--- config.mk ---
export PLATFORM = sky130hd
export DESIGN_NAME = usb_suspend_resume_wake
export DESIGN_NICKNAME = d
export VERILOG_FILES = /design/src/hw/usb_link_pkg.sv /design/src/hw/usb_suspend_resume_wake.sv /design/src/hw/sync2.sv
export VERILOG_INCLUDE_DIRS = /design/src /design/src/hw
export SDC_FILE = /design/constraint.sdc
export NUM_CORES = 1
export LEC_CHECK = 0
export BUFFER_PORTS_ARGS = -buffer_cell sky130_fd_sc_hd__buf_4
export CAP_MARGIN = 15
export CELL_PAD_IN_SITES_DETAIL_PLACEMENT = 1
export CELL_PAD_IN_SITES_GLOBAL_PLACEMENT = 1
export CORE_ASPECT_RATIO = 0.5
export CORE_MARGIN = 4
export CORE_UTILIZATION = 35
export CTS_BUF_LIST = sky130_fd_sc_hd__clkbuf_4
export CTS_CLUSTER_DIAMETER = 40
export DETAILED_ROUTE_END_ITERATION = 8
export PLACE_DENSITY = 0.74
export SETUP_SLACK_MARGIN = 0.4
export SLEW_MARGIN = 20
export SYNTH_ARGS = -nofsm -noshare
export SYNTH_HDL_FRONTEND = slang
export SYNTH_SLANG_ARGS = --single-unit
--- constraint.sdc ---
create_clock -name clock_i -period 4.4 [get_ports clock_i]
set_input_delay 0.44 -clock clock_i [delete_from_list [all_inputs] [get_ports clock_i]]
set_output_delay 0.44 -clock clock_i [all_outputs]
set_load 0.05 [all_outputs]
--- src/hw/usb_link_regs.svh ---
/*
 Timing counts and field positions for the USB link-state block.
 Assumes a 20 MHz system clock from the main oscillator.
*/
`ifndef USB_LINK_REGS_SVH
`define USB_LINK_REGS_SVH

`define CLK_HZ            20000000
`define MIN_SYS_CLK_HZ    20000000
`define IDLE_SUSPEND_US   3000
`define IDLE_SUSPEND_CYC  ((`IDLE_SUSPEND_US * (`CLK_HZ / 1000000)))
`define WAKE_DRIVE_US     1000
`define WAKE_DRIVE_CYC    ((`WAKE_DRIVE_US * (`CLK_HZ / 1000000)))
`define EOP_NS            1400
`define EOP_CYC           ((`EOP_NS * (`CLK_HZ / 1000000) + 999) / 1000)
`define RESET_SE0_US      3
`define RESET_SE0_CYC     ((`RESET_SE0_US * (`CLK_HZ / 1000000)))
`define RESUME_FLAG_BIT   0

`endif

--- src/hw/usb_link_pkg.sv ---
/*
 Types for the USB link-state block.
 Assumes the constants header is included by the files that need counts.
*/
package usb_link_pkg;
    typedef struct packed {
        logic dp;
        logic dm;
    } line_pair_t;

    typedef struct packed {
        logic dp_o;
        logic dm_o;
        logic dp_oe_n;
        logic dm_oe_n;
    } line_drive_t;
endpackage

--- src/hw/usb_suspend_resume_wake.sv ---
/*
 Device-role USB link-state logic: suspend detect, remote wake-up with the
 trailing end-of-packet, SE0 drive on host bus reset, and a sticky resume
 flag that wakes the chip from deep sleep. Host-role low-speed-through-hub
 frame corruption is modelled as a flag on the next start-of-frame.
 Assumes line pins are asynchronous; software controls are same-clock.
*/
`timescale 1ns/1ps
`default_nettype none
`include "usb_link_regs.svh"

// How it works
// Host low-speed via hub corrupts next frame start
// Remote wake-up ends with an appended end-of-packet
// Bus reset drives SE0, both lines low
// Host resume wakes chip from deep sleep
// Resume flag cleared by writing one
// Resume arriving during clear window is lost
// Software clears flag close to sleep entry
// Sleep alternative needs oscillator clock of 20 MHz
// Suspended resume sets sticky flag and interrupt
module usb_suspend_resume_wake
    import usb_link_pkg::*;
#(
    parameter int IDLE_SUSPEND_CYC = `IDLE_SUSPEND_CYC,
    parameter int WAKE_DRIVE_CYC   = `WAKE_DRIVE_CYC,
    parameter int RESET_SE0_CYC    = `RESET_SE0_CYC
) (
    input  wire logic  clock_i,
    input  wire logic  rst_n_i,
    input  wire logic  bus_data_plus_pin_i,
    input  wire logic  bus_data_minus_pin_i,
    output line_drive_t line_o,
    input  wire logic  host_role_i,
    input  wire logic  ls_via_hub_sent_i,
    input  wire logic  sof_sent_i,
    output logic       sof_corrupt_o,
    input  wire logic  remote_wake_req_i,
    input  wire logic  resume_clear_wr_i,
    input  wire logic  deep_sleep_i,
    output logic       suspended_o,
    output logic       resume_status_o,
    output logic       resume_irq_o,
    output logic       wake_o
);
    typedef enum logic [2:0] {ST_ACTIVE, ST_SUSPEND, ST_WAKE, ST_EOP, ST_RESET} state_t;

    localparam int CW = 32;
    localparam int EOP_CYC = `EOP_CYC;

    ////////////////////////////////////////////////////////////////////////////
    logic     dp_s;
    logic     dm_s;
    state_t   state_ff;
    logic [CW-1:0] cnt_ff;
    logic     resume_ff;
    logic     clr_window_ff;
    logic     corrupt_arm_ff;
    logic     corrupt_ff;
    line_drive_t drive_ff;
    logic     se0;
    logic     idle_j;
    logic     resume_k;
    logic     last_se0_ff;

    // Idle bus is J: D+ high, D- low
    sync2 #(
        .RST_VAL (1'b1)
    ) u_sync_dp (
        .clock_i (clock_i),
        .rst_n_i (rst_n_i),
        .d_i     (bus_data_plus_pin_i),
        .q_o     (dp_s)
    );

    sync2 #(
        .RST_VAL (1'b0)
    ) u_sync_dm (
        .clock_i (clock_i),
        .rst_n_i (rst_n_i),
        .d_i     (bus_data_minus_pin_i),
        .q_o     (dm_s)
    );

    // Full-speed line states seen by the device
    assign se0      = !dp_s && !dm_s;
    assign idle_j   = dp_s && !dm_s;
    assign resume_k = !dp_s && dm_s;

    // Previous synced line state, so a change from J to SE0 restarts the count
    always_ff @(posedge clock_i) begin
        if (!rst_n_i) begin
            last_se0_ff <= 1'b0;
        end else begin
            last_se0_ff <= se0;
        end
    end

    ////////////////////////////////////////////////////////////////////////////
    // Link state machine
    always_ff @(posedge clock_i) begin
        if (!rst_n_i) begin
            state_ff <= ST_ACTIVE;
            cnt_ff   <= '0;
        end else if (host_role_i) begin
            state_ff <= ST_ACTIVE;
            cnt_ff   <= '0;
        end else begin
            case (state_ff)
                ST_ACTIVE: begin
                    if (se0 && last_se0_ff
                        && cnt_ff >= CW'(RESET_SE0_CYC - 1)) begin
                        state_ff <= ST_RESET;
                        cnt_ff   <= '0;
                    end else if (idle_j && !last_se0_ff
                                 && cnt_ff >= CW'(IDLE_SUSPEND_CYC - 1)) begin
                        state_ff <= ST_SUSPEND;
                        cnt_ff   <= '0;
                    end else if ((se0 && !last_se0_ff) || (idle_j && last_se0_ff)) begin
                        // A J run and an SE0 run never add up
                        cnt_ff <= CW'(1);
                    end else if (se0 || idle_j) begin
                        cnt_ff <= cnt_ff + 1'b1;
                    end else begin
                        cnt_ff <= '0;
                    end
                end
                ST_SUSPEND: begin
                    cnt_ff <= '0;
                    if (se0) begin
                        state_ff <= ST_RESET;
                    end else if (resume_k) begin
                        state_ff <= ST_ACTIVE;
                    end else if (remote_wake_req_i) begin
                        state_ff <= ST_WAKE;
                    end
                end
                ST_WAKE: begin
                    if (cnt_ff >= CW'(WAKE_DRIVE_CYC - 1)) begin
                        state_ff <= ST_EOP;
                        cnt_ff   <= '0;
                    end else begin
                        cnt_ff <= cnt_ff + 1'b1;
                    end
                end
                ST_EOP: begin
                    if (cnt_ff >= CW'(EOP_CYC - 1)) begin
                        state_ff <= ST_ACTIVE;
                        cnt_ff   <= '0;
                    end else begin
                        cnt_ff <= cnt_ff + 1'b1;
                    end
                end
                ST_RESET: begin
                    cnt_ff <= '0;
                    if (!se0) begin
                        state_ff <= ST_ACTIVE;
                    end
                end
                default: begin
                    state_ff <= ST_ACTIVE;
                    cnt_ff   <= '0;
                end
            endcase
        end
    end

    ////////////////////////////////////////////////////////////////////////////
    // Line drive, output enables active low
    always_ff @(posedge clock_i) begin
        if (!rst_n_i) begin
            drive_ff <= '{dp_o: 1'b0, dm_o: 1'b0, dp_oe_n: 1'b1, dm_oe_n: 1'b1};
        end else begin
            case (state_ff)
                ST_WAKE: begin
                    drive_ff <= '{dp_o: 1'b0, dm_o: 1'b1, dp_oe_n: 1'b0, dm_oe_n: 1'b0};
                end
                ST_EOP: begin
                    drive_ff <= '{dp_o: 1'b0, dm_o: 1'b0, dp_oe_n: 1'b0, dm_oe_n: 1'b0};
                end
                ST_RESET: begin
                    drive_ff <= '{dp_o: 1'b0, dm_o: 1'b0, dp_oe_n: 1'b0, dm_oe_n: 1'b0};
                end
                default: begin
                    drive_ff <= '{dp_o: 1'b0, dm_o: 1'b0, dp_oe_n: 1'b1, dm_oe_n: 1'b1};
                end
            endcase
        end
    end

    ////////////////////////////////////////////////////////////////////////////
    // Resume status: set by K or SE0 while suspended, cleared by write of one.
    // The clear opens a window until deep sleep in which events are dropped.
    always_ff @(posedge clock_i) begin
        if (!rst_n_i) begin
            clr_window_ff <= 1'b0;
        end else if (resume_clear_wr_i) begin
            clr_window_ff <= 1'b1;
        end else if (deep_sleep_i) begin
            clr_window_ff <= 1'b0;
        end
    end

    always_ff @(posedge clock_i) begin
        if (!rst_n_i) begin
            resume_ff <= 1'b0;
        end else if (state_ff == ST_SUSPEND && (resume_k || se0)
                     && !clr_window_ff && !resume_clear_wr_i) begin
            resume_ff <= 1'b1;
        end else if (resume_clear_wr_i) begin
            resume_ff <= 1'b0;
        end
    end

    ////////////////////////////////////////////////////////////////////////////
    // Host role: a low-speed packet through a hub spoils the next frame start
    always_ff @(posedge clock_i) begin
        if (!rst_n_i) begin
            corrupt_arm_ff <= 1'b0;
            corrupt_ff     <= 1'b0;
        end else begin
            corrupt_ff <= host_role_i && sof_sent_i && corrupt_arm_ff;
            if (!host_role_i) begin
                corrupt_arm_ff <= 1'b0;
            end else if (ls_via_hub_sent_i) begin
                corrupt_arm_ff <= 1'b1;
            end else if (sof_sent_i) begin
                corrupt_arm_ff <= 1'b0;
            end
        end
    end

    assign line_o          = drive_ff;
    assign sof_corrupt_o   = corrupt_ff;
    assign suspended_o     = (state_ff == ST_SUSPEND);
    assign resume_status_o = resume_ff;
    assign resume_irq_o    = resume_ff;
    assign wake_o          = resume_ff && deep_sleep_i;
endmodule
`default_nettype wire

--- src/hw/sync2.sv ---
/*
 Two-flop synchroniser for one pin level.
 Assumes the input is asynchronous to clock_i.
*/
`timescale 1ns/1ps
`default_nettype none
module sync2 #(
    parameter logic RST_VAL = 1'b0
) (
    input  wire logic clock_i,
    input  wire logic rst_n_i,
    input  wire logic d_i,
    output logic      q_o
);
    logic meta_ff;
    logic q_ff;

    always_ff @(posedge clock_i) begin
        if (!rst_n_i) begin
            // Reset to the pin's idle level so no false line state follows reset
            meta_ff <= RST_VAL;
            q_ff    <= RST_VAL;
        end else begin
            meta_ff <= d_i;
            q_ff    <= meta_ff;
        end
    end

    assign q_o = q_ff;
endmodule
`default_nettype wire

### After elaboration in Yosys (flattened, before gate mapping)

Cells that the tools add are included.
Widths: inputs -> output; s select.

* output and inout port bits: 9
* input port bits: 10
* register bits: 48

* add/sub/neg operators: 1
* magnitude comparators: 4
* reductions and logical operators: 31
* multiplexer cells: 23
* bitwise operators: 1
* equality and inequality tests: 9

Operators with widths (number)
* $mux 32: 6
* $pmux 32 s3: 1
* $add 32x1->32 const B: 1
* $ge 32x15->1 const B: 1
* $ge 32x16->1 const B: 1
* $ge 32x5->1 const B: 1
* $ge 32x6->1 const B: 1
* $mux 3: 8
* $logic_and 1x1->1: 15
* $pmux 3 s5: 1
* $eq 3x2->1 const B: 2
* $mux 1: 6
* $ne 2x2->1 const B: 3
* $pmux 3 s2: 1
* $reduce_bool 2->1: 3
* $logic_not 1->1: 5
* $reduce_and 5->1: 1
* $ne 4x2->1 const B: 1
* $reduce_or 2->1: 2
* $eq 3x1->1 const B: 1
* $eq 3x3->1 const B: 1
* $logic_not 3->1: 1
* $logic_or 1x1->1: 3
* $ne 3x3->1 const B: 1
* 2 further kinds: 2

### Longest topological paths before layout

Gate-level depths: netlist (run 1).

* depth in word-level cells: 8
* gate-level depth with buffers: 8
* depth with buffers taken out: 7

### Modules after synthesis

A second synthesis (run 1) with hierarchy kept.

* cell total of the unflattened synthesis: 201
* area total of the unflattened synthesis: 1980.6 sq um

By module, submodules not included
* usb_suspend_resume_wake: seq. area each 840.8 sq um, cells each 193, area an instance 1875.5 sq um, times used 1
* sync2: seq. area each 40.0 sq um, cells each 4, area an instance 52.6 sq um, times used 2

### Worst setup path before layout (run 1)

Ideal clock, no wire load.

* kind: register to output
* start point: register state_ff[0]
* end point: output port suspended_o
* arrival: 1.861 ns
* buffers on the path: 1
* path slack: 2.099 ns
* stages on the path, launching flop included: 3
* data required time: 3.960 ns
* path through: dfxtp_1 > clkbuf_1 > nor3b_1

* word-level cells in the longest chain between the ends: 1

Ends and longest elaborated chain
* start, declared: RTL line usb_suspend_resume_wake.sv:54 `state_t state_ff;`
* start signal, assigned: RTL line usb_suspend_resume_wake.sv:103 `state_ff <= ST_ACTIVE;`
* start signal, assigned: RTL line usb_suspend_resume_wake.sv:106 `state_ff <= ST_ACTIVE;`
* start signal, assigned: RTL line usb_suspend_resume_wake.sv:113 `state_ff <= ST_RESET;`
* $eq 3x1->1: RTL line usb_suspend_resume_wake.sv:235 `assign suspended_o = (state_ff == ST_SUSPEND);`
* end, declared: RTL line usb_suspend_resume_wake.sv:41 `output logic suspended_o,`

No other way between the ends.

### Worst setup path in the final report (run 1)

* start point: register cnt_ff[0]
* end point: register cnt_ff[1]

* word-level cells in the longest chain between the ends: 6

Ends and longest elaborated chain
* start, declared: RTL line usb_suspend_resume_wake.sv:55 `logic [CW-1:0] cnt_ff;`
* start signal, assigned: RTL line usb_suspend_resume_wake.sv:123 `cnt_ff <= cnt_ff + 1'b1;`
* start signal, assigned: RTL line usb_suspend_resume_wake.sv:143 `cnt_ff <= cnt_ff + 1'b1;`
* start signal, assigned: RTL line usb_suspend_resume_wake.sv:151 `cnt_ff <= cnt_ff + 1'b1;`
* $add 32x1->32: RTL line usb_suspend_resume_wake.sv:123, usb_suspend_resume_wake.sv:143, usb_suspend_resume_wake.sv:151
* $mux 32: RTL line usb_suspend_resume_wake.sv:122 `end else if (se0 || idle_j) begin`
* $mux 32: RTL line usb_suspend_resume_wake.sv:119 `end else if ((se0 && !last_se0_ff) || (idle_j && last_se0_ff)) begin`
* $mux 32: RTL line usb_suspend_resume_wake.sv:115 `end else if (idle_j && !last_se0_ff`
* $mux 32: RTL line usb_suspend_resume_wake.sv:111 `if (se0 && last_se0_ff`
* $pmux 32 s3 *: RTL line usb_suspend_resume_wake.sv:109 `case (state_ff)`

Every way passes the cells marked *; elsewhere a longest branch is shown, timed or not.
A chain may end at the register's enable or synchronous reset.

==> flow_summary.yaml, run 1 <==
floorplan:
  io_pins: 19
  fp.dieH_um: 60.6
  std_cell_rows: 18
  core_area_um2: 5130
  fp.dieArea_um2: 6850
  die_width_um: 113
  start_util_pct: 37.6
grt:
  grt_pass1_vias: 1484
  grt_overflow: 0
  grt_max_degree: 17
  grt_usage_pct: 12.4
  antenna_found_initial: 0
  grt_pass1_wl_mm: 6.78
clock_network:
  clockBufferDepth: 2
  clk_pin_slew_ns: 0.14
  post-cts-setup-buffers: 0
  clk_latency_ns: 0.35
  post_cts_resized: 0
  postCtsHoldBufs: 0
  root_buffer: "clkbuf_4"
  cts_tree: "yes"
  cts_made_buffers: 5
  cts_sinks: 46
  h-tree-depth: 2
synthesis:
  synth_simple_gate_area_share_pct: 28.9
  ys_ff_latch: 46
  synth.distinct_cells: 51
  syn_area_per_cell_um2: 9.91
  synth-adder-area-share_pct: 0.647
  ys_seq_area_share_pct: 47.6
  synth_compound_gate_area_share_pct: 10.6
  synth_top_family_by_area: "simple AND/OR/NAND/NOR gates"
  synth_xor_area_share_pct: 6.80
  synth_area_um2: 1930
  synthCells: 195
  synth-main-ff-cell: "dfxtp_1"
  async_reset_ff_share_pct: 0
  synthMuxAreaShare_pct: 0.518
  yosys_warnings: 0
  synth_edf_count: 0
timing:
  fin_crit_ns: 2.29
  setup_viol: 0
  rsz0062_at_grt: "false"
  fmax_mhz: 437
  finalMaxSlewViolations: 0
  slew-limit-headroom_pct: 45.8
  clock_skew_ns: 0.0119
  final_hold_viol_count: 0
  worst_pin_slew_ns: 0.813
  tns_ns: 0
  period_share_pct: 52.0
placed_design:
  dpl.cell_count: 285
  gp_congestion: 0.796
  detailed_place.area_um2: 2130
  port_buffers: 17
  hpwl_mm: 2.81
critical_path:
  cp.arrival_ns: 2.56
  cp_max_fo: 15
  critical_path_class: "reg -> reg"
  end_kind: "flip-flop"
  cp-start-kind: "flip-flop"
  required_ns: 4.67
finish:
  final_cell_mix: "dfxtp_1, conb_1, buf_4"
  finalNetCount: 233
  diodes: 0
  final_common_cell: "dfxtp_1"
  syn2layout_area_growth_pct: 13.3
  drive_gt1_share_pct: 17.9
  stdcell_area_um2: 2190
  instances_no_fill: 293
power_and_ir_drop:
  p_leak_nw: 0.790
  irDropWorstVdd_mv: 0.136
  power_density_nw_per_um2: 312
detailed_routing:
  drt_first_pass_iters: 4
  viasPerCell: 4.91
  vias: 1439
  wirelength_mm: 3.76
  drt-initial-drc-count: 85
  avgRoutedWirePerCell_um: 12.8
  drc: 0
  ant_nets: 0
run_status:
  outcome: "completed"
min_path:
  hold_class: "in -> reg"
flow_run:
  maxCapViolCount: 0
==> state kept, by name, summed over array words and instances, names as in the netlist <==
name               cells
u_sync_dm.q_o          1
state_ff               3
line_o                 2
clr_window_ff          1
corrupt_arm_ff         1
cnt_ff                32
u_sync_dp.q_o          1
u_sync_dp.meta_ff      1
last_se0_ff            1
u_sync_dm.meta_ff      1
resume_irq_o           1
sof_corrupt_o          1
==> layer usage <==
layer,share of wire [%],vias up,GRT usage [%],wire length [um]
met5,0,-,0,0
met4,0.53,0,4.79,20
met3,3.4,2,3.49,129
met2,48,22,20.7,1810
met1,48,686,15.7,1800
li1,-,729,-,-
==> worst max-delay path, cell delays in order (launching register included) <==
cell	delay [ns]
dfxtp_1	0.36
ha_1	0.24
nand3_1	0.20
o21ai_0	0.12
a211oi_1	0.53
o22ai_1	0.19
o21a_4	0.35
nor3b_1	0.22
==> final timing paths <==
| check | start | cells after the start | endpoint | slack, ns |
|---|---|---|---|---|
| min | resume_clear_wr_i | 2 | resume_irq_o | 0.25 |
| max reg2reg | cnt_ff[0] | 7 | cnt_ff[1] | 2.11 |
| max | cnt_ff[0] | 7 | cnt_ff[1] | 2.11 |
| min reg2reg | u_sync_dp.meta_ff | 1 | u_sync_dp.q_o | 0.43 |
==> report_power, final <==
| group | switching [mW] | total, mW | internal [mW] |
|---|---|---|---|
| registers | 0.00846 | 0.437 | 0.429 |
| logic | 0.0294 | 0.0488 | 0.0194 |
| clock network | 0.135 | 0.197 | 0.0624 |
| total | 0.173 | 0.684 | 0.511 |
==> stage by stage <==
stage | utilization [%] | hold WS [ns] | worst slack, ns | power [mW]
after floorplan | - | 0.386 | 2.10 | 0.482
after global placement | 41.5 | 0.389 | 2.32 | 0.494
after detailed placement | 41.5 | 0.399 | 2.19 | 0.496
after CTS | 42.7 | 0.236 | 2.09 | 0.696
after global routing | 42.7 | 0.232 | 1.93 | 0.720
final | 42.7 | 0.252 | 2.11 | 0.684
==> synth_stat cells, types with 3 or more instances <==
cell type  instances  area [um^2]
nor4_1             6         37.5
o21ai_0            4         20.0
and2_1             3         18.8
nand4_1            3         18.8
nor3_1             7         35.0
nor2b_1            3         18.8
xnor2_1            8         70.1
nand3_1            8         40.0
nor3_2             9         90.1
nor3b_1            6         45.0
clkbuf_1           6         22.5
a21oi_1            6         30.0
nand2_1            9         33.8
and3_1             3         18.8
buf_4              4         30.0
dfxtp_1           46          921
inv_1              4         15.0
nor2_1             9         33.8
xor2_1             7         61.3
nand2b_1           6         37.5
==> area by class of cell <==
class | instances | area [um^2]
Multi-Input combinational cell | 148 | 981
Timing Repair Buffer | 17 | 128
Tap cell | 70 | 87.6
Fill cell | 620 | 2940
Inverter | 4 | 15.0
Clock inverter | 3 | 21.3
Sequential cell | 46 | 921
Clock buffer | 5 | 37.5
==> cells by family (layout without fill, tap and decap cells) <==
logic type,Yosys count,after routing
AOI/OAI and AO/OA,28,28
xor gates and xnor gates,15,15
adders and majority gates,1,1
buffers and inverters,17,29
DFF,46,46
muxes,1,1
other,1,17
and+or+nand+nor,86,86
(Power assumes the default switching activity.)
==> inputs of run 2 (changes only) <==
--- a/config.mk
+++ b/config.mk
@@ -6,6 +6,7 @@
 export SDC_FILE = /design/constraint.sdc
 export NUM_CORES = 1
 export LEC_CHECK = 0
+export ABC_AREA = 1
 export BUFFER_PORTS_ARGS = -buffer_cell sky130_fd_sc_hd__buf_4
 export CAP_MARGIN = 15
 export CELL_PAD_IN_SITES_DETAIL_PLACEMENT = 1
@@ -16,7 +17,7 @@
 export CTS_BUF_LIST = sky130_fd_sc_hd__clkbuf_4
 export CTS_CLUSTER_DIAMETER = 40
 export DETAILED_ROUTE_END_ITERATION = 8
-export PLACE_DENSITY = 0.74
+export PLACE_DENSITY = 0.79
 export SETUP_SLACK_MARGIN = 0.4
 export SLEW_MARGIN = 20
 export SYNTH_ARGS = -nofsm -noshare
==> constraint.sdc (replaced) <==
create_clock -name clock_i -period 1.94 [get_ports clock_i]
set_input_delay 0.194 -clock clock_i [delete_from_list [all_inputs] [get_ports clock_i]]
set_output_delay 0.194 -clock clock_i [all_outputs]
set_load 0.05 [all_outputs]
==> run 2 against run 1 <==
Net effect:
- worst setup slack got worse by 1.8 ns
- first-iteration DRC count down 8.2%
- sequential power grew 130%
- clock-buffer cell count grew 1
- combinational power rose to 3.4 times the previous value
==> flow_summary.yaml, run 2 <==
run_status:
  outcome: "completed"
synthesis:
  yosysTopAreaCell: "dfxtp_1"
  synth_area_um2: 2130
  yosys_warnings: 0
  synth_top_cell_area_share_pct: 43.2
  synth_common_cells: "nand2_1, dfxtp_1, nor2_1"
  synth.most_common_cell: "nand2_1"
  synth.distinct_cells: 34
  ys_ff_latch: 46
  ys_top_cells_by_area: "dfxtp_1, nand2_1, nor2_1, inv_1, nor2_4"
  async_reset_ff_share_pct: 0
  synth-main-ff-cell: "dfxtp_1"
  syn_area_per_cell_um2: 7.70
  ys_seq_area_share_pct: 43.2
  synthCells: 277
  synth_edf_count: 0
grt:
  grt_usage_pct: 14.0
  antenna_found_initial: 0
  grt_overflow: 0
  grt_pass1_wl_mm: 8.53
  grt_max_degree: 15
  grt_pass1_vias: 1897
clock_network:
  clk_latency_ns: 0.37
  clockBufferDepth: 2
  h-tree-depth: 2
  root_buffer: "clkbuf_4"
  cts_made_buffers: 5
  cts_sinks: 46
  cts_tree: "yes"
  clk_pin_slew_ns: 0.13
floorplan:
  std_cell_rows: 19
  fp.dieArea_um2: 7480
  io_pins: 19
  fp.dieH_um: 63.2
  start_util_pct: 37.5
  core_area_um2: 5680
  die_width_um: 118
critical_path:
  reg2reg_from: "cnt_ff[9]"
  required_ns: 2.26
  r2r_cells: 11
  critPathBufInv: 2
  path_cells: "nand2_1, inv_2, nand2_1, nand2_1, a21oi_1, nand3_2, nand2_4, inv_4, nand2_4, nand2_8, nor2_4"
  cp_top_family: "simple AND/OR/NAND/NOR gates"
  r2r_end: "cnt_ff[3]"
  cp.arrival_ns: 1.99
  cp-start-kind: "flip-flop"
  end_kind: "flip-flop"
  critical-path-max-stage-delay_ns: 0.39
  critical_path_class: "reg -> reg"
  critical_path_depth: 11
  critical_path.most_common_cell: "nand2_1"
  cp_max_fo: 8
  worst-r2r-setup-slack_ns: 0.27
  critPathSlowestCell: "dfxtp_2"
placed_design:
  post-place-ws_ns: 0.121
  port_buffers: 17
  detailed_place.area_um2: 2360
  dpl.cell_count: 378
  gp_congestion: 0.873
  hpwl_mm: 3.58
finish:
  stdcell_area_um2: 2800
  syn2layout_area_growth_pct: 31.3
  instances_no_fill: 401
  diodes: 0
  final_cell_mix: "nand2_1, nor2_1, inv_1, dfxtp_1, buf_4"
  finalNetCount: 338
  fin_util_pct: 49.3
  final_common_cell: "nand2_1"
  regMostFlops: "cnt_ff"
  drive_gt1_share_pct: 36.0
  largest_register_ffs: 32
timing:
  holdWs_ns: 0.0468
  period_share_pct: 86.0
  setup_slack_ns: 0.272
  final_hold_viol_count: 0
  tns_ns: 0
  fmax_mhz: 599
  clock_skew_ns: 0.00588
  rsz0062_at_grt: "true"
  setup_viol: 0
  finalMaxSlewViolations: 0
  fin_crit_ns: 1.67
detailed_routing:
  vias: 1861
  drt_first_pass_iters: 4
  avgRoutedWirePerCell_um: 13.3
  drc: 0
  ant_nets: 0
  wirelength_mm: 5.33
  viasPerCell: 4.64
  drt-initial-drc-count: 78
power_and_ir_drop:
  p_leak_nw: 1.16
  p_total_mw: 1.62
  irDropWorstVdd_mv: 0.447
  power_density_nw_per_um2: 579
min_path:
  min_from: "rst_n_i"
  hold_class: "in -> reg"
  worstHoldEndpoint: "line_o[1]"
  whs_path_depth: 2
flow_run:
  maxCapViolCount: 0
run 2: repair_timing:
action / CTS / global route
setup buffers: 4 / 6
hold buffers: 4 / 0
setup endpoints to repair: 19 / 20
cloned: 1 / 0
pin swaps: 10 / 13
hold endpoints to repair: 4 / 0
gates resized for setup: 27 / 45
run 2: final cells by class:
class	instances	area [um^2]
Clock buffer	6	45.0
Inverter	38	145
Clock inverter	2	13.8
Timing Repair Buffer	31	250
Sequential cell	46	950
Multi-Input combinational cell	205	1310
Tap cell	73	91.3
Fill cell	702	2880
run 2: cell families (layout without fill, tap and decap cells):
family	after synthesis	after routing	synth area share, %
flip-flops	46	46	43.2
adder cells (fa/ha/maj)	1	1	0.586
AO/OA/AOI/OAI	22	22	6.69
AND/OR/NAND/NOR	155	156	36.4
other	1	17	0.176
buffers and inverters	43	77	9.33
XOR/XNOR	9	9	3.70
run 2: worst max-delay path by stage:
stage,slack [ns],startpoint,to
final,0.27,cnt_ff[9],cnt_ff[3]
after detailed placement,0.12,cnt_ff[0],cnt_ff[13]
after global placement,0.24,cnt_ff[0],cnt_ff[11]
after CTS,0.30,cnt_ff[0],cnt_ff[15]
after global routing,0.13,cnt_ff[9],cnt_ff[3]
after floorplan,0.41,cnt_ff[0],cnt_ff[6]
run 2: metal layers:
| layer | track usage [%] | routed length (um) |
|---|---|---|
| met3 | 4.65 | 177 |
| met1 | 16.5 | 2410 |
| met2 | 24.5 | 2650 |
| met4 | 4.04 | 90 |
| met5 | 0 | 0 |
run 2: power by group:
| part | switching (mW) | total (mW) | internal [mW] | leakage [nW] |
|---|---|---|---|---|
| clock | 0.310 | 0.466 | 0.157 | 0.0356 |
| combinational | 0.104 | 0.167 | 0.0634 | 0.736 |
| sequential | 0.0172 | 0.989 | 0.971 | 0.387 |
| total | 0.431 | 1.62 | 1.19 | 1.16 |
run 2: worst reg2reg max path: cells and delay by family, from the launching register on:
family | cells | cell delay [ns]
buffers and inverters | 2 | 0.10
AND/OR/NAND/NOR | 8 | 0.93
AO/OA/AOI/OAI | 1 | 0.18
flip-flops | 1 | 0.39
==> inputs of run 3 (changes only) <==
--- a/config.mk
+++ b/config.mk
@@ -7,7 +7,6 @@
 export NUM_CORES = 1
 export LEC_CHECK = 0
 export ABC_AREA = 1
-export BUFFER_PORTS_ARGS = -buffer_cell sky130_fd_sc_hd__buf_4
 export CAP_MARGIN = 15
 export CELL_PAD_IN_SITES_DETAIL_PLACEMENT = 1
 export CELL_PAD_IN_SITES_GLOBAL_PLACEMENT = 1
@@ -17,7 +16,9 @@
 export CTS_BUF_LIST = sky130_fd_sc_hd__clkbuf_4
 export CTS_CLUSTER_DIAMETER = 40
 export DETAILED_ROUTE_END_ITERATION = 8
-export PLACE_DENSITY = 0.79
+export DONT_BUFFER_PORTS = 1
+export GPL_ROUTABILITY_DRIVEN = 0
+export PLACE_DENSITY = 0.75
 export SETUP_SLACK_MARGIN = 0.4
 export SLEW_MARGIN = 20
 export SYNTH_ARGS = -nofsm -noshare
==> run 3 against run 2 <==
Net effect:
- clock-buffer cell count is the same
- combinational power shrank 15%
- register-to-register slack improved by 0.05 ns
- final cell count shrank 3.0%
- power is 1.3% lower
- maximum frequency is 3.4% higher
- sequential power barely moved
- critical path type unchanged
==> flow_summary.yaml, run 3 (same netlist as run 2, synthesis figures left out) <==
clock_network:
  cts_tree: "yes"
  cts_made_buffers: 5
  cts_sinks: 46
  root_buffer: "clkbuf_4"
  clk_latency_ns: 0.36
  clk_pin_slew_ns: 0.14
  h-tree-depth: 2
  clockBufferDepth: 2
power_and_ir_drop:
  power_frac_seq_pct: 61.8
  intPower_mw: 1.18
  power.share.clock_pct: 29.4
  power_frac_comb_pct: 8.8
  p_leak_nw: 1.05
  switching_share_pct: 26.5
  power_density_nw_per_um2: 609
  irDropWorstVdd_mv: 0.358
  p_sw_mw: 0.425
floorplan:
  fp.dieArea_um2: 7480
  fp.dieH_um: 63.2
  io_pins: 19
  core_area_um2: 5680
  start_util_pct: 37.5
  std_cell_rows: 19
  die_width_um: 118
finish:
  diodes: 0
  largest_register_ffs: 32
  drive_gt1_share_pct: 28.5
  syn2layout_area_growth_pct: 23.3
  regMostFlops: "cnt_ff"
  final_common_cell: "nand2_1"
  final_cell_mix: "nand2_1, nor2_1, dfxtp_1, inv_1"
  finalNetCount: 326
  fillers: 668
  instances_no_fill: 389
timing:
  finalMaxSlewViolations: 0
  fin_crit_ns: 1.61
  period_share_pct: 83.2
  clock_skew_ns: 0.00434
  rsz0062_at_grt: "true"
  tns_ns: 0
  final_hold_viol_count: 0
  setup_viol: 0
  fmax_mhz: 620
grt:
  antenna_found_initial: 0
  grt_pass1_vias: 2035
  grt_usage_pct: 14.6
  grt_overflow: 0
  grt_pass1_wl_mm: 8.98
  grt_max_degree: 15
detailed_routing:
  wirelength_mm: 5.34
  drt_first_pass_iters: 4
  drt-initial-drc-count: 68
  ant_nets: 0
  vias: 1850
  avgRoutedWirePerCell_um: 13.7
  drc: 0
  viasPerCell: 4.76
critical_path:
  required_ns: 2.21
  cp_top_family: "simple AND/OR/NAND/NOR gates"
  critPathBufInv: 2
  critical_path_class: "reg -> reg"
  critical-path-max-stage-delay_ns: 0.38
  critPathSlowestCell: "dfxtp_2"
  cp.arrival_ns: 1.88
  critical_path.most_common_cell: "nor2_1"
  reg2reg_from: "cnt_ff[0]"
  cp-start-kind: "flip-flop"
  worstSetupStartpoint: "cnt_ff[0]"
  path_cells: "ha_4, inv_2, nand2_2, nand2_1, nor2_1, nor2_1, nand2_1, nand2_2, inv_4, nand2_4, nand2_8, nor2_1"
  end_kind: "flip-flop"
  cp_max_fo: 8
run_status:
  outcome: "completed"
min_path:
  hold_class: "in -> reg"
  min_from: "deep_sleep_i"
placed_design:
  port_buffers: 0
  hpwl_mm: 3.58
  dpl.cell_count: 364
flow_run:
  maxCapViolCount: 0
[run 3: worst reg2reg max path: stages, from the launching register on]
cell	delay, ns
dfxtp_2	0.38
ha_4	0.17
inv_2	0.05
nand2_2	0.07
nand2_1	0.06
nor2_1	0.17
nor2_1	0.09
nand2_1	0.08
nand2_2	0.09
inv_4	0.07
nand2_4	0.09
nand2_8	0.16
nor2_1	0.05
[run 3: final timing paths]
kind / endpoint / slack [ns] / depth (start not counted)
worst max-delay path: cnt_ff[15] / 0.33 / 12
worst min-delay path: clr_window_ff / 0.05 / 3
worst max register to register: cnt_ff[15] / 0.33 / 12
worst min register to register: u_sync_dp.q_o / 0.43 / 1
[run 3: cell type report]
type | instances | area (um^2) | area share [%]
Clock buffer | 6 | 45.0 | 1.71
Clock inverter | 2 | 13.8 | 0.523
Inverter | 38 | 145 | 5.52
Multi-Input combinational cell | 205 | 1230 | 46.8
Sequential cell | 46 | 938 | 35.7
Tap cell | 73 | 91.3 | 3.47
Timing Repair Buffer | 19 | 166 | 6.33
[run 3: timing repair]
item	in CTS	in global routing
hold buffers	7	1
pin swaps	13	13
setup buffers	4	4
gates resized for setup	23	27
setup endpoints to repair	18	19
gates cloned	1	0
endpoints found under the hold margin	9	2
[run 3: metal layers]
metal	wire length (um)	vias up	GRT usage [%]
li1	-	923	-
met1	2350	902	17.2
met2	2800	20	26.9
met3	145	5	3.22
met4	56	0	4.47
met5	0	-	0
[run 3: per-stage QoR]
step / area [um^2] / setup slack [ns] / util (%) / power [mW] / hold WS [ns]
floorplan: 2200 / 0.405 / - / 1.09 / 0.263
global placement: 2260 / 0.221 / 39.7 / 1.11 / 0.269
detailed placement: 2260 / 0.135 / 39.7 / 1.11 / 0.271
CTS: 2510 / 0.283 / 44.1 / 1.62 / 0.00125
global route: 2630 / 0.151 / 46.3 / 1.69 / 0.00666
finish: 2630 / 0.326 / 46.3 / 1.60 / 0.0512
[run 3: power groups by stage]
stage	logic, mW	clock network (mW)	registers [mW]
after CTS	0.133	0.500	0.988
after detailed placement	0.0994	0	1.01
after global routing	0.157	0.544	0.994
final	0.142	0.471	0.990
after global placement	0.0968	0	1.01
after floorplan	0.0848	0	1.01
